### src/design/pwm_reload_pkg.sv
// Constants, register map and types for the buffered reload PWM block
// Summary of operation
// - Software values kept apart from operating values
// - Buffered writes act only after a load
// - Trigger-mode bit picks method; arm always required
// - All four pairs load in one cycle
// - Immediate mode loads at next period event
// - Triggered mode arms only after peer load
// - Two-bit source field picks the peer
// - Triggered load at period after trigger
// - Load clears the arm bit
// - Arm set at period match waits one period
// - Keeps running in sleep on internal oscillators
// - Four match flags: phase, duty, period, offset
// - Flags set on rising edge of match
package pwm_reload_pkg;
   localparam int unsigned CNT_W = 16;
   localparam logic [7:0] ADDR_PHASE = 8'h00;
   localparam logic [7:0] ADDR_DUTY = 8'h04;
   localparam logic [7:0] ADDR_PERIOD = 8'h08;
   localparam logic [7:0] ADDR_OFFSET = 8'h0C;
   localparam logic [7:0] ADDR_RELOAD = 8'h10;
   localparam logic [7:0] ADDR_CLKSEL = 8'h14;
   localparam logic [7:0] ADDR_STATUS = 8'h18;
   localparam logic [7:0] ADDR_MASK = 8'h1C;
   localparam logic [7:0] ADDR_TIMER = 8'h20;
   localparam logic [7:0] ADDR_OPER = 8'h24;
   // Reload control fields
   localparam int unsigned BIT_ARM = 7;
   localparam int unsigned BIT_MODE = 6;
   localparam int unsigned BIT_SRC_LO = 0;
   localparam int unsigned BIT_OVR = 8;
   // Status fields
   localparam int unsigned FLG_PHASE = 0;
   localparam int unsigned FLG_DUTY = 1;
   localparam int unsigned FLG_PERIOD = 2;
   localparam int unsigned FLG_OFFSET = 3;
   // Clock source codes
   localparam logic [1:0] CLK_SYS = 2'h0;
   localparam logic [1:0] CLK_FAST_OSC = 2'h1;
   localparam logic [1:0] CLK_SLOW_OSC = 2'h2;
   localparam logic [CNT_W-1:0] RST_COUNT = 16'h0000;
   localparam logic [CNT_W-1:0] RST_PERIOD = 16'hFFFF;
   typedef enum logic [1:0] {ARM_IDLE, ARM_WAIT_TRIG, ARM_WAIT_PERIOD} arm_state_e;
endpackage

### src/design/pwm_buffered_reload_ctrl.sv
// Buffered reload PWM with Wishbone registers and match flags
//
// Register access over Wishbone and the register addresses were chosen for this implementation.
module pwm_buffered_reload_ctrl (
   // Clock, reset, enable
   input wire logic clk,
   input wire logic nrst,
   input wire logic ce,
   // Sleep state
   input wire logic sleep,
   // Wishbone slave
   input wire logic wb_cyc_i,
   input wire logic wb_stb_i,
   input wire logic wb_we_i,
   input wire logic [7:0] wb_adr_i,
   input wire logic [3:0] wb_sel_i,
   input wire logic [31:0] wb_dat_i,
   output logic [31:0] wb_dat_o,
   output logic wb_ack_o,
   // Peer load events
   input wire logic [3:0] peer_load_evt,
   // Outputs
   output logic load_evt,
   output logic period_evt,
   output logic pwm_out,
   output logic irq
);
   logic [15:0] phase_buf_q, duty_buf_q, period_buf_q, offset_buf_q;
   logic [15:0] phase_op_q, duty_op_q, period_op_q, offset_op_q;
   logic ovr_buf_q, ovr_op_q;
   logic arm_q, mode_q;
   logic [1:0] src_q, clksel_q;
   logic [3:0] mask_q, flags;
   logic [15:0] timer_q;
   logic [3:0] peer_s1_q, peer_s2_q;
   pwm_reload_pkg::arm_state_e state_q;
   logic run, wr, rd_cyc, trig, arm_set, do_load, ack_q;
   logic [3:0] match, clr;

   // Byte-lane merge of a 16-bit register
   function automatic logic [15:0] merge16(input logic [15:0] old, input logic [31:0] d,
                                           input logic [3:0] s);
      merge16 = {s[1] ? d[15:8] : old[15:8], s[0] ? d[7:0] : old[7:0]};
   endfunction

   // Waiting state entered by an arm write, from the mode bit written with it
   function automatic pwm_reload_pkg::arm_state_e arm_target(input logic trig_mode);
      arm_target = trig_mode ? pwm_reload_pkg::ARM_WAIT_TRIG
                             : pwm_reload_pkg::ARM_WAIT_PERIOD;
   endfunction

   // Clock continues in sleep only on internal oscillators
   assign run = ce && (!sleep || clksel_q == pwm_reload_pkg::CLK_FAST_OSC
                || clksel_q == pwm_reload_pkg::CLK_SLOW_OSC);

   assign rd_cyc = wb_cyc_i && wb_stb_i && !ack_q;
   // Writes land at the edge at which the master samples ack high
   assign wr = wb_cyc_i && wb_stb_i && wb_we_i && ack_q;
   assign wb_ack_o = ack_q;

   // Bus handshake
   always_ff @(posedge clk or negedge nrst)
   begin
      if (!nrst)
      begin
         ack_q <= 1'b0;
      end
      else if (ce)
      begin
         ack_q <= rd_cyc;
      end
   end

   // Peer event synchronisers
   always_ff @(posedge clk or negedge nrst)
   begin
      if (!nrst)
      begin
         peer_s1_q <= 4'h0;
         peer_s2_q <= 4'h0;
      end
      else if (ce)
      begin
         peer_s1_q <= peer_load_evt;
         peer_s2_q <= peer_s1_q;
      end
   end

   assign trig = peer_s2_q[src_q];
   assign period_evt = run && (timer_q == period_op_q);

   // Software buffers; operating values untouched by writes
   always_ff @(posedge clk or negedge nrst)
   begin
      if (!nrst)
      begin
         phase_buf_q <= pwm_reload_pkg::RST_COUNT;
         duty_buf_q <= pwm_reload_pkg::RST_COUNT;
         period_buf_q <= pwm_reload_pkg::RST_PERIOD;
         offset_buf_q <= pwm_reload_pkg::RST_COUNT;
         ovr_buf_q <= 1'b0;
         mode_q <= 1'b0;
         src_q <= 2'h0;
         clksel_q <= pwm_reload_pkg::CLK_SYS;
         mask_q <= 4'h0;
      end
      else if (ce && wr)
      begin
         if (wb_adr_i == pwm_reload_pkg::ADDR_PHASE)
         begin
            phase_buf_q <= merge16(phase_buf_q, wb_dat_i, wb_sel_i);
         end
         else if (wb_adr_i == pwm_reload_pkg::ADDR_DUTY)
         begin
            duty_buf_q <= merge16(duty_buf_q, wb_dat_i, wb_sel_i);
         end
         else if (wb_adr_i == pwm_reload_pkg::ADDR_PERIOD)
         begin
            period_buf_q <= merge16(period_buf_q, wb_dat_i, wb_sel_i);
         end
         else if (wb_adr_i == pwm_reload_pkg::ADDR_OFFSET)
         begin
            offset_buf_q <= merge16(offset_buf_q, wb_dat_i, wb_sel_i);
         end
         else if (wb_adr_i == pwm_reload_pkg::ADDR_RELOAD)
         begin
            if (wb_sel_i[0])
            begin
               mode_q <= wb_dat_i[pwm_reload_pkg::BIT_MODE];
               src_q <= wb_dat_i[pwm_reload_pkg::BIT_SRC_LO +: 2];
            end
            if (wb_sel_i[1])
            begin
               ovr_buf_q <= wb_dat_i[pwm_reload_pkg::BIT_OVR];
            end
         end
         else if (wb_adr_i == pwm_reload_pkg::ADDR_CLKSEL)
         begin
            if (wb_sel_i[0])
            begin
               clksel_q <= wb_dat_i[1:0];
            end
         end
         else if (wb_adr_i == pwm_reload_pkg::ADDR_MASK)
         begin
            if (wb_sel_i[0])
            begin
               mask_q <= wb_dat_i[3:0];
            end
         end
      end
   end

   assign arm_set = ce && wr && wb_adr_i == pwm_reload_pkg::ADDR_RELOAD && wb_sel_i[0]
                    && wb_dat_i[pwm_reload_pkg::BIT_ARM];

   // Arm bit; hardware clear on load, new set wins
   always_ff @(posedge clk or negedge nrst)
   begin
      if (!nrst)
      begin
         arm_q <= 1'b0;
      end
      else if (ce)
      begin
         if (arm_set)
         begin
            arm_q <= 1'b1;
         end
         else if (do_load)
         begin
            arm_q <= 1'b0;
         end
      end
   end

   // Arming sequencer
   always_ff @(posedge clk or negedge nrst)
   begin
      if (!nrst)
      begin
         state_q <= pwm_reload_pkg::ARM_IDLE;
      end
      else if (ce)
      begin
         case (state_q)
            pwm_reload_pkg::ARM_IDLE:
            begin
               // Arming seen only next cycle, so a coincident period is skipped
               if (arm_set)
               begin
                  state_q <= arm_target(wb_dat_i[pwm_reload_pkg::BIT_MODE]);
               end
            end
            pwm_reload_pkg::ARM_WAIT_TRIG:
            begin
               if (!arm_q)
               begin
                  state_q <= pwm_reload_pkg::ARM_IDLE;
               end
               else if (trig)
               begin
                  state_q <= pwm_reload_pkg::ARM_WAIT_PERIOD;
               end
            end
            pwm_reload_pkg::ARM_WAIT_PERIOD:
            begin
               if (do_load && arm_set)
               begin
                  // Re-arm in the load cycle waits for a later period
                  state_q <= arm_target(wb_dat_i[pwm_reload_pkg::BIT_MODE]);
               end
               else if (do_load)
               begin
                  state_q <= pwm_reload_pkg::ARM_IDLE;
               end
            end
            default:
            begin
               state_q <= pwm_reload_pkg::ARM_IDLE;
            end
         endcase
      end
   end

   assign do_load = arm_q && state_q == pwm_reload_pkg::ARM_WAIT_PERIOD
                    && period_evt;
   assign load_evt = do_load;

   // Operating buffers, all loaded together
   always_ff @(posedge clk or negedge nrst)
   begin
      if (!nrst)
      begin
         phase_op_q <= pwm_reload_pkg::RST_COUNT;
         duty_op_q <= pwm_reload_pkg::RST_COUNT;
         period_op_q <= pwm_reload_pkg::RST_PERIOD;
         offset_op_q <= pwm_reload_pkg::RST_COUNT;
         ovr_op_q <= 1'b0;
      end
      else if (ce && do_load)
      begin
         phase_op_q <= phase_buf_q;
         duty_op_q <= duty_buf_q;
         period_op_q <= period_buf_q;
         offset_op_q <= offset_buf_q;
         ovr_op_q <= ovr_buf_q;
      end
   end

   // Timer
   always_ff @(posedge clk or negedge nrst)
   begin
      if (!nrst)
      begin
         timer_q <= pwm_reload_pkg::RST_COUNT;
      end
      else if (run)
      begin
         timer_q <= period_evt ? pwm_reload_pkg::RST_COUNT : timer_q + 16'h0001;
      end
   end

   assign match[pwm_reload_pkg::FLG_PHASE] = timer_q == phase_op_q;
   assign match[pwm_reload_pkg::FLG_DUTY] = timer_q == duty_op_q;
   assign match[pwm_reload_pkg::FLG_PERIOD] = timer_q == period_op_q;
   assign match[pwm_reload_pkg::FLG_OFFSET] = timer_q == offset_op_q;
   assign clr = (wr && wb_adr_i == pwm_reload_pkg::ADDR_STATUS && wb_sel_i[0])
                ? wb_dat_i[3:0] : 4'h0;

   // Clears act whenever enabled; match levels only move while running
   pwm_edge_flags u_flags (
      .clk(clk),
      .nrst(nrst),
      .ce(ce),
      .match(match),
      .clr(clr),
      .flags_q(flags)
   );

   assign irq = |(flags & mask_q);

   // Output level: high from phase until duty, forced by override
   always_ff @(posedge clk or negedge nrst)
   begin
      if (!nrst)
      begin
         pwm_out <= 1'b0;
      end
      else if (run)
      begin
         if (ovr_op_q)
         begin
            pwm_out <= 1'b1;
         end
         else if (match[pwm_reload_pkg::FLG_DUTY])
         begin
            pwm_out <= 1'b0;
         end
         else if (match[pwm_reload_pkg::FLG_PHASE])
         begin
            pwm_out <= 1'b1;
         end
      end
   end

   // Read data
   always_ff @(posedge clk or negedge nrst)
   begin
      if (!nrst)
      begin
         wb_dat_o <= 32'h00000000;
      end
      else if (ce && rd_cyc)
      begin
         if (wb_adr_i == pwm_reload_pkg::ADDR_PHASE)
         begin
            wb_dat_o <= {16'h0000, phase_buf_q};
         end
         else if (wb_adr_i == pwm_reload_pkg::ADDR_DUTY)
         begin
            wb_dat_o <= {16'h0000, duty_buf_q};
         end
         else if (wb_adr_i == pwm_reload_pkg::ADDR_PERIOD)
         begin
            wb_dat_o <= {16'h0000, period_buf_q};
         end
         else if (wb_adr_i == pwm_reload_pkg::ADDR_OFFSET)
         begin
            wb_dat_o <= {16'h0000, offset_buf_q};
         end
         else if (wb_adr_i == pwm_reload_pkg::ADDR_RELOAD)
         begin
            wb_dat_o <= {23'h0, ovr_buf_q, arm_q, mode_q, 4'h0, src_q};
         end
         else if (wb_adr_i == pwm_reload_pkg::ADDR_CLKSEL)
         begin
            wb_dat_o <= {30'h0, clksel_q};
         end
         else if (wb_adr_i == pwm_reload_pkg::ADDR_STATUS)
         begin
            wb_dat_o <= {28'h0, flags};
         end
         else if (wb_adr_i == pwm_reload_pkg::ADDR_MASK)
         begin
            wb_dat_o <= {28'h0, mask_q};
         end
         else if (wb_adr_i == pwm_reload_pkg::ADDR_TIMER)
         begin
            wb_dat_o <= {16'h0000, timer_q};
         end
         else if (wb_adr_i == pwm_reload_pkg::ADDR_OPER)
         begin
            wb_dat_o <= {period_op_q, duty_op_q};
         end
         else
         begin
            wb_dat_o <= 32'h00000000;
         end
      end
   end
endmodule

### src/design/pwm_edge_flags.sv
// Rising-edge sticky flags with write-one-to-clear
module pwm_edge_flags (
   // Clock and reset
   input wire logic clk,
   input wire logic nrst,
   input wire logic ce,
   // Match levels and clear
   input wire logic [3:0] match,
   input wire logic [3:0] clr,
   // Flags
   output logic [3:0] flags_q
);
   logic [3:0] match_q;

   always_ff @(posedge clk or negedge nrst)
   begin
      if (!nrst)
      begin
         match_q <= 4'h0;
      end
      else if (ce)
      begin
         match_q <= match;
      end
   end

   genvar i;
   generate
      for (i = 0; i < 4; i++)
      begin : g_flag
         always_ff @(posedge clk or negedge nrst)
         begin
            if (!nrst)
            begin
               flags_q[i] <= 1'b0;
            end
            else if (ce)
            begin
               if (match[i] && !match_q[i])
               begin
                  flags_q[i] <= 1'b1;
               end
               else if (clr[i])
               begin
                  flags_q[i] <= 1'b0;
               end
            end
         end
      end
   endgenerate
endmodule

### config.mk
export PLATFORM = sky130hd
export DESIGN_NAME = pwm_buffered_reload_ctrl
export DESIGN_NICKNAME = d
export VERILOG_FILES = /design/src/design/pwm_reload_pkg.sv /design/src/design/pwm_buffered_reload_ctrl.sv /design/src/design/pwm_edge_flags.sv
export SDC_FILE = /design/constraint.sdc
export NUM_CORES = 1
export LEC_CHECK = 0
export BUFFER_PORTS_ARGS = -buffer_cell sky130_fd_sc_hd__buf_2
export CAP_MARGIN = 5
export CORE_ASPECT_RATIO = 0.6
export CORE_MARGIN = 2
export CORE_UTILIZATION = 42
export CTS_CLUSTER_SIZE = 20
export DETAILED_ROUTE_END_ITERATION = 10
export GPL_TIMING_DRIVEN = 0
export PLACE_DENSITY = 0.62
export SLEW_MARGIN = 20
export SYNTH_ARGS = -nofsm -noshare
export SYNTH_HDL_FRONTEND = slang
export SYNTH_SLANG_ARGS = --single-unit
### constraint.sdc
create_clock -name clk -period 5.8 [get_ports clk]
set_input_delay 0.29 -clock clk [delete_from_list [all_inputs] [get_ports clk]]
set_output_delay 0.29 -clock clk [all_outputs]
set_load 0.01 [all_outputs]
==> impl_metrics.py <==
metrics = {
    "clocking": {
        "clk_pin_slew_ps": 60,
        "ctsRootBufferMaster": "clkbuf_16",
        "cts_buffers": 21,
        "cts_htree_levels": 1,
        "cts.sinks": 208,
        "cts_tree": "done",
        "clock_latency_ps": 510,
        "clockBufferDepth": 3,
        "cts_resized": 0,
    },
    "layout": {
        "drive_gt1_share_pct": 31.94,
        "nets": 1022,
        "areaGrowthSynthToFinish_pct": 14.95,
        "regMostFlops": "wb_dat_o",
        "largest_reg_flops": 32,
    },
    "global_routing": {
        "grt_pass1_wl_mm": 45.77,
        "grtUsageTotal_pct": 24.76,
        "grt_overflow": 0,
        "antenna_found_initial": 1,
        "grt_max_degree": 77,
        "grt_pass1_vias": 7174,
    },
    "synthesis": {
        "synth_cells": 868,
        "synth_top_area_cell": "dfrtp_1",
        "yosysWarnings": 0,
        "async_flop_share_pct": 100.0,
        "yosysSeqAreaShare_pct": 52.04,
        "synth_enable_flop_cells": 0,
        "syn_nets": 924,
        "synth-seq-cells": 208,
        "synthFlopType": "dfrtp_1",
        "netlist_area_um2": 10080,
        "syn_area_per_cell_um2": 11.61,
        "synth_cell_types": 63,
        "synthTopCellsByArea": "dfrtp_1 44%, mux2_2 17%, dfstp_2 8.3%",
        "synth_top_cell_area_share_pct": 43.70,
    },
    "floorplan": {
        "dieArea_um2": 25290,
        "boundaryPins": 92,
        "chipHeight_um": 124.0,
        "die_w_um": 204.0,
        "core_um2": 23350,
        "rows": 43,
        "initial_utilization_pct": 43.16,
    },
    "hold_path": {
        "hp-class": "input port to flip-flop",
    },
    "critical_path": {
        "cpMostUsedCell": "clkbuf_1",
        "critPathRequiredTime_ps": 5510,
        "path_cells": "clkbuf_1, xnor2_1, nand4_1, nor4_1, and2_1, clkbuf_1, buf_2",
        "slowest_stage": "clkbuf_1",
        "crit_arrival_ps": 3070,
        "worstSetupPathType": "flip-flop to primary output",
        "end_kind": "primary output",
        "slowest_delay_ps": 630,
        "cp_max_fo": 10,
        "worstSetupStartpointType": "flip-flop",
    },
    "sta": {
        "slew_viol_final": 0,
        "slew_headroom_pct": 35.80,
        "period_minus_slack_ps": 3359,
        "fin_crit_sh_pct": 57.91,
        "max_freq_mhz": 297.7,
        "hold_viol_final": 0,
        "fin_ws_ps": 2441,
        "tns_ps": 0,
        "setup_viol_count_final": 0,
        "skew_ps": 18.76,
        "rsz0062_at_grt": "no",
        "worstMarginPinSlew_ps": 963.0,
    },
    "pwr": {
        "leakage_nw": 5.215,
        "p_per_area_nw_per_um2": 273.4,
        "ir_drop_mv": 0.1335,
    },
    "detailed_routing": {
        "drt_first_pass_iters": 5,
        "routed_wl_mm": 30.46,
        "detail_route.wl_per_cell_um": 23.50,
        "drt.antenna.violating_nets": 0,
        "routed_via_density": 5.752,
        "vias": 7455,
        "first_iter_violations": 727,
        "post-route-drc-count": 0,
    },
    "placement": {
        "pre_cts_ws_ps": 2829,
        "dp_hpwl_mm": 23.02,
        "gp_congestion": 0.9494,
        "io_buffers": 72,
    },
    "flow_run": {
        "drv_cap": 0,
    },
    "status": {
        "status": "completed",
    },
}
## routing by layer
| layer | GRT usage [%] | vias up | part of all wire [%] |
|---|---|---|---|
| li1 | - | 3325 | - |
| met5 | 0 | - | 0.043 |
| met4 | 3.578 | 2 | 1.2 |
| met1 | 39.79 | 3793 | 51 |
| met3 | 6.881 | 32 | 9.6 |
| met2 | 33.04 | 303 | 39 |
## synthesized netlist by cell type (all sizes together) (9+ instances only)
cell and number:
xnor2 67, mux2i 19, dfstp 32, nor2 48, inv 10, a21oi 29, a22oi 15, clkbuf 37
a221o 12, nand3 29, buf 20, nand2 64, nor3 9, mux2 148, nand4 23, o21ai 40
dfrtp 176
## kinds of logic (layout without fill, tap and decap cells)
kind of cell    after synthesis  in the layout  share of synthesized area (%)
compound gates              141            141                          9.398
xor+xnor                     75             75                          6.518
fa+ha+maj                     1              1                         0.1241
buf+inv                      67            179                          2.731
flops                       208            208                          52.04
mux                         168            168                          18.65
other cells                   0              1                              0
simple gates                208            208                          10.54
## critical path, delay by kind of cell (launching register included)
| family | cells | cell delay [ps] |
|---|---|---|
| xor+xnor | 1 | 190 |
| simple gates | 3 | 820 |
| flops | 1 | 330 |
| buf+inv | 3 | 1230 |
## where the power goes
part	internal [mW]	leakage, nW	switching, mW
sequential	1.48	2.74	0.0164
combinational	0.106	2.16	0.213
clock	0.787	0.321	0.568
## placed cells by master (no fill, tap or decap), types with 3 or more instances in the layout
cell type	synthesis	layout
a221o_1	12	12
nand3_1	29	29
inv_1	10	10
a21oi_1	29	29
clkbuf_16	0	21
a211oi_1	3	3
nor2_1	48	48
nand4_1	23	23
a32o_1	4	4
nor4_1	6	4
xor2_1	8	8
nor3_1	6	6
buf_2	15	86
mux2i_1	19	19
a22oi_1	15	15
a22o_1	7	7
a21o_1	3	3
a31oi_1	6	6
buf_1	4	4
or4b_2	3	3
dfstp_2	32	32
xnor2_1	67	67
nand2_1	63	63
clkbuf_1	36	46
and3_1	4	4
mux2_2	148	148
o21ai_0	40	40
dfrtp_1	176	176
nor2b_1	7	7
## what timing repair did
item / 4_1_cts / 5_1_grt
endpoints found under the hold margin: 64 / 0
hold buffers: 1 / 0
endpoints found under the setup margin: 0 / 0
buffers inserted: 0 / 0
## through the flow
step | cell area (µm²) | utilization, % | power (mW) | std cells | hold WS [ps]
4_1_cts | 11580 | 49.60 | 3.184 | 1295 | 2.083
6_report | 11580 | 49.61 | 3.168 | 1296 | 15.81
3_5_place_dp | 10910 | 46.73 | 1.831 | 1257 | 276.9
2_1_floorplan | 10080 | - | 1.686 | 868 | -5.591
3_3_place_gp | 10830 | 46.39 | 1.824 | 1255 | 444.3
5_1_grt | 11580 | 49.60 | 3.277 | 1295 | 14.76
## final cells by class
class | count | area (µm²)
clock inverters | 4 | 70.07
plain buffers | 57 | 237.7
well taps | 315 | 394.1
inverters | 10 | 37.54
fillers | 2107 | 11770
multi-input cells | 593 | 4572
flip-flops and latches | 208 | 5245
clock buffers | 33 | 590.6
repair buffers | 75 | 435.4
diodes | 1 | 2.502
## path summary, 6_finish.rpt
check	startpoint	endpoint	slack, ps	cells after the start
max in group asynchronous	nrst	period_buf_q[13]	4320	4
max reg2reg	timer_q[7]	phase_op_q[10]	2750	8
max	timer_q[7]	period_evt	2440	7
min	peer_load_evt[0]	peer_s1_q[0]	20	2
min in group asynchronous	nrst	peer_s1_q[1]	330	2
min reg2reg	u_flags.match_q[3]	u_flags.flags_q[3]	450	1
No activity file was read; power rests on OpenSTA's default activity.
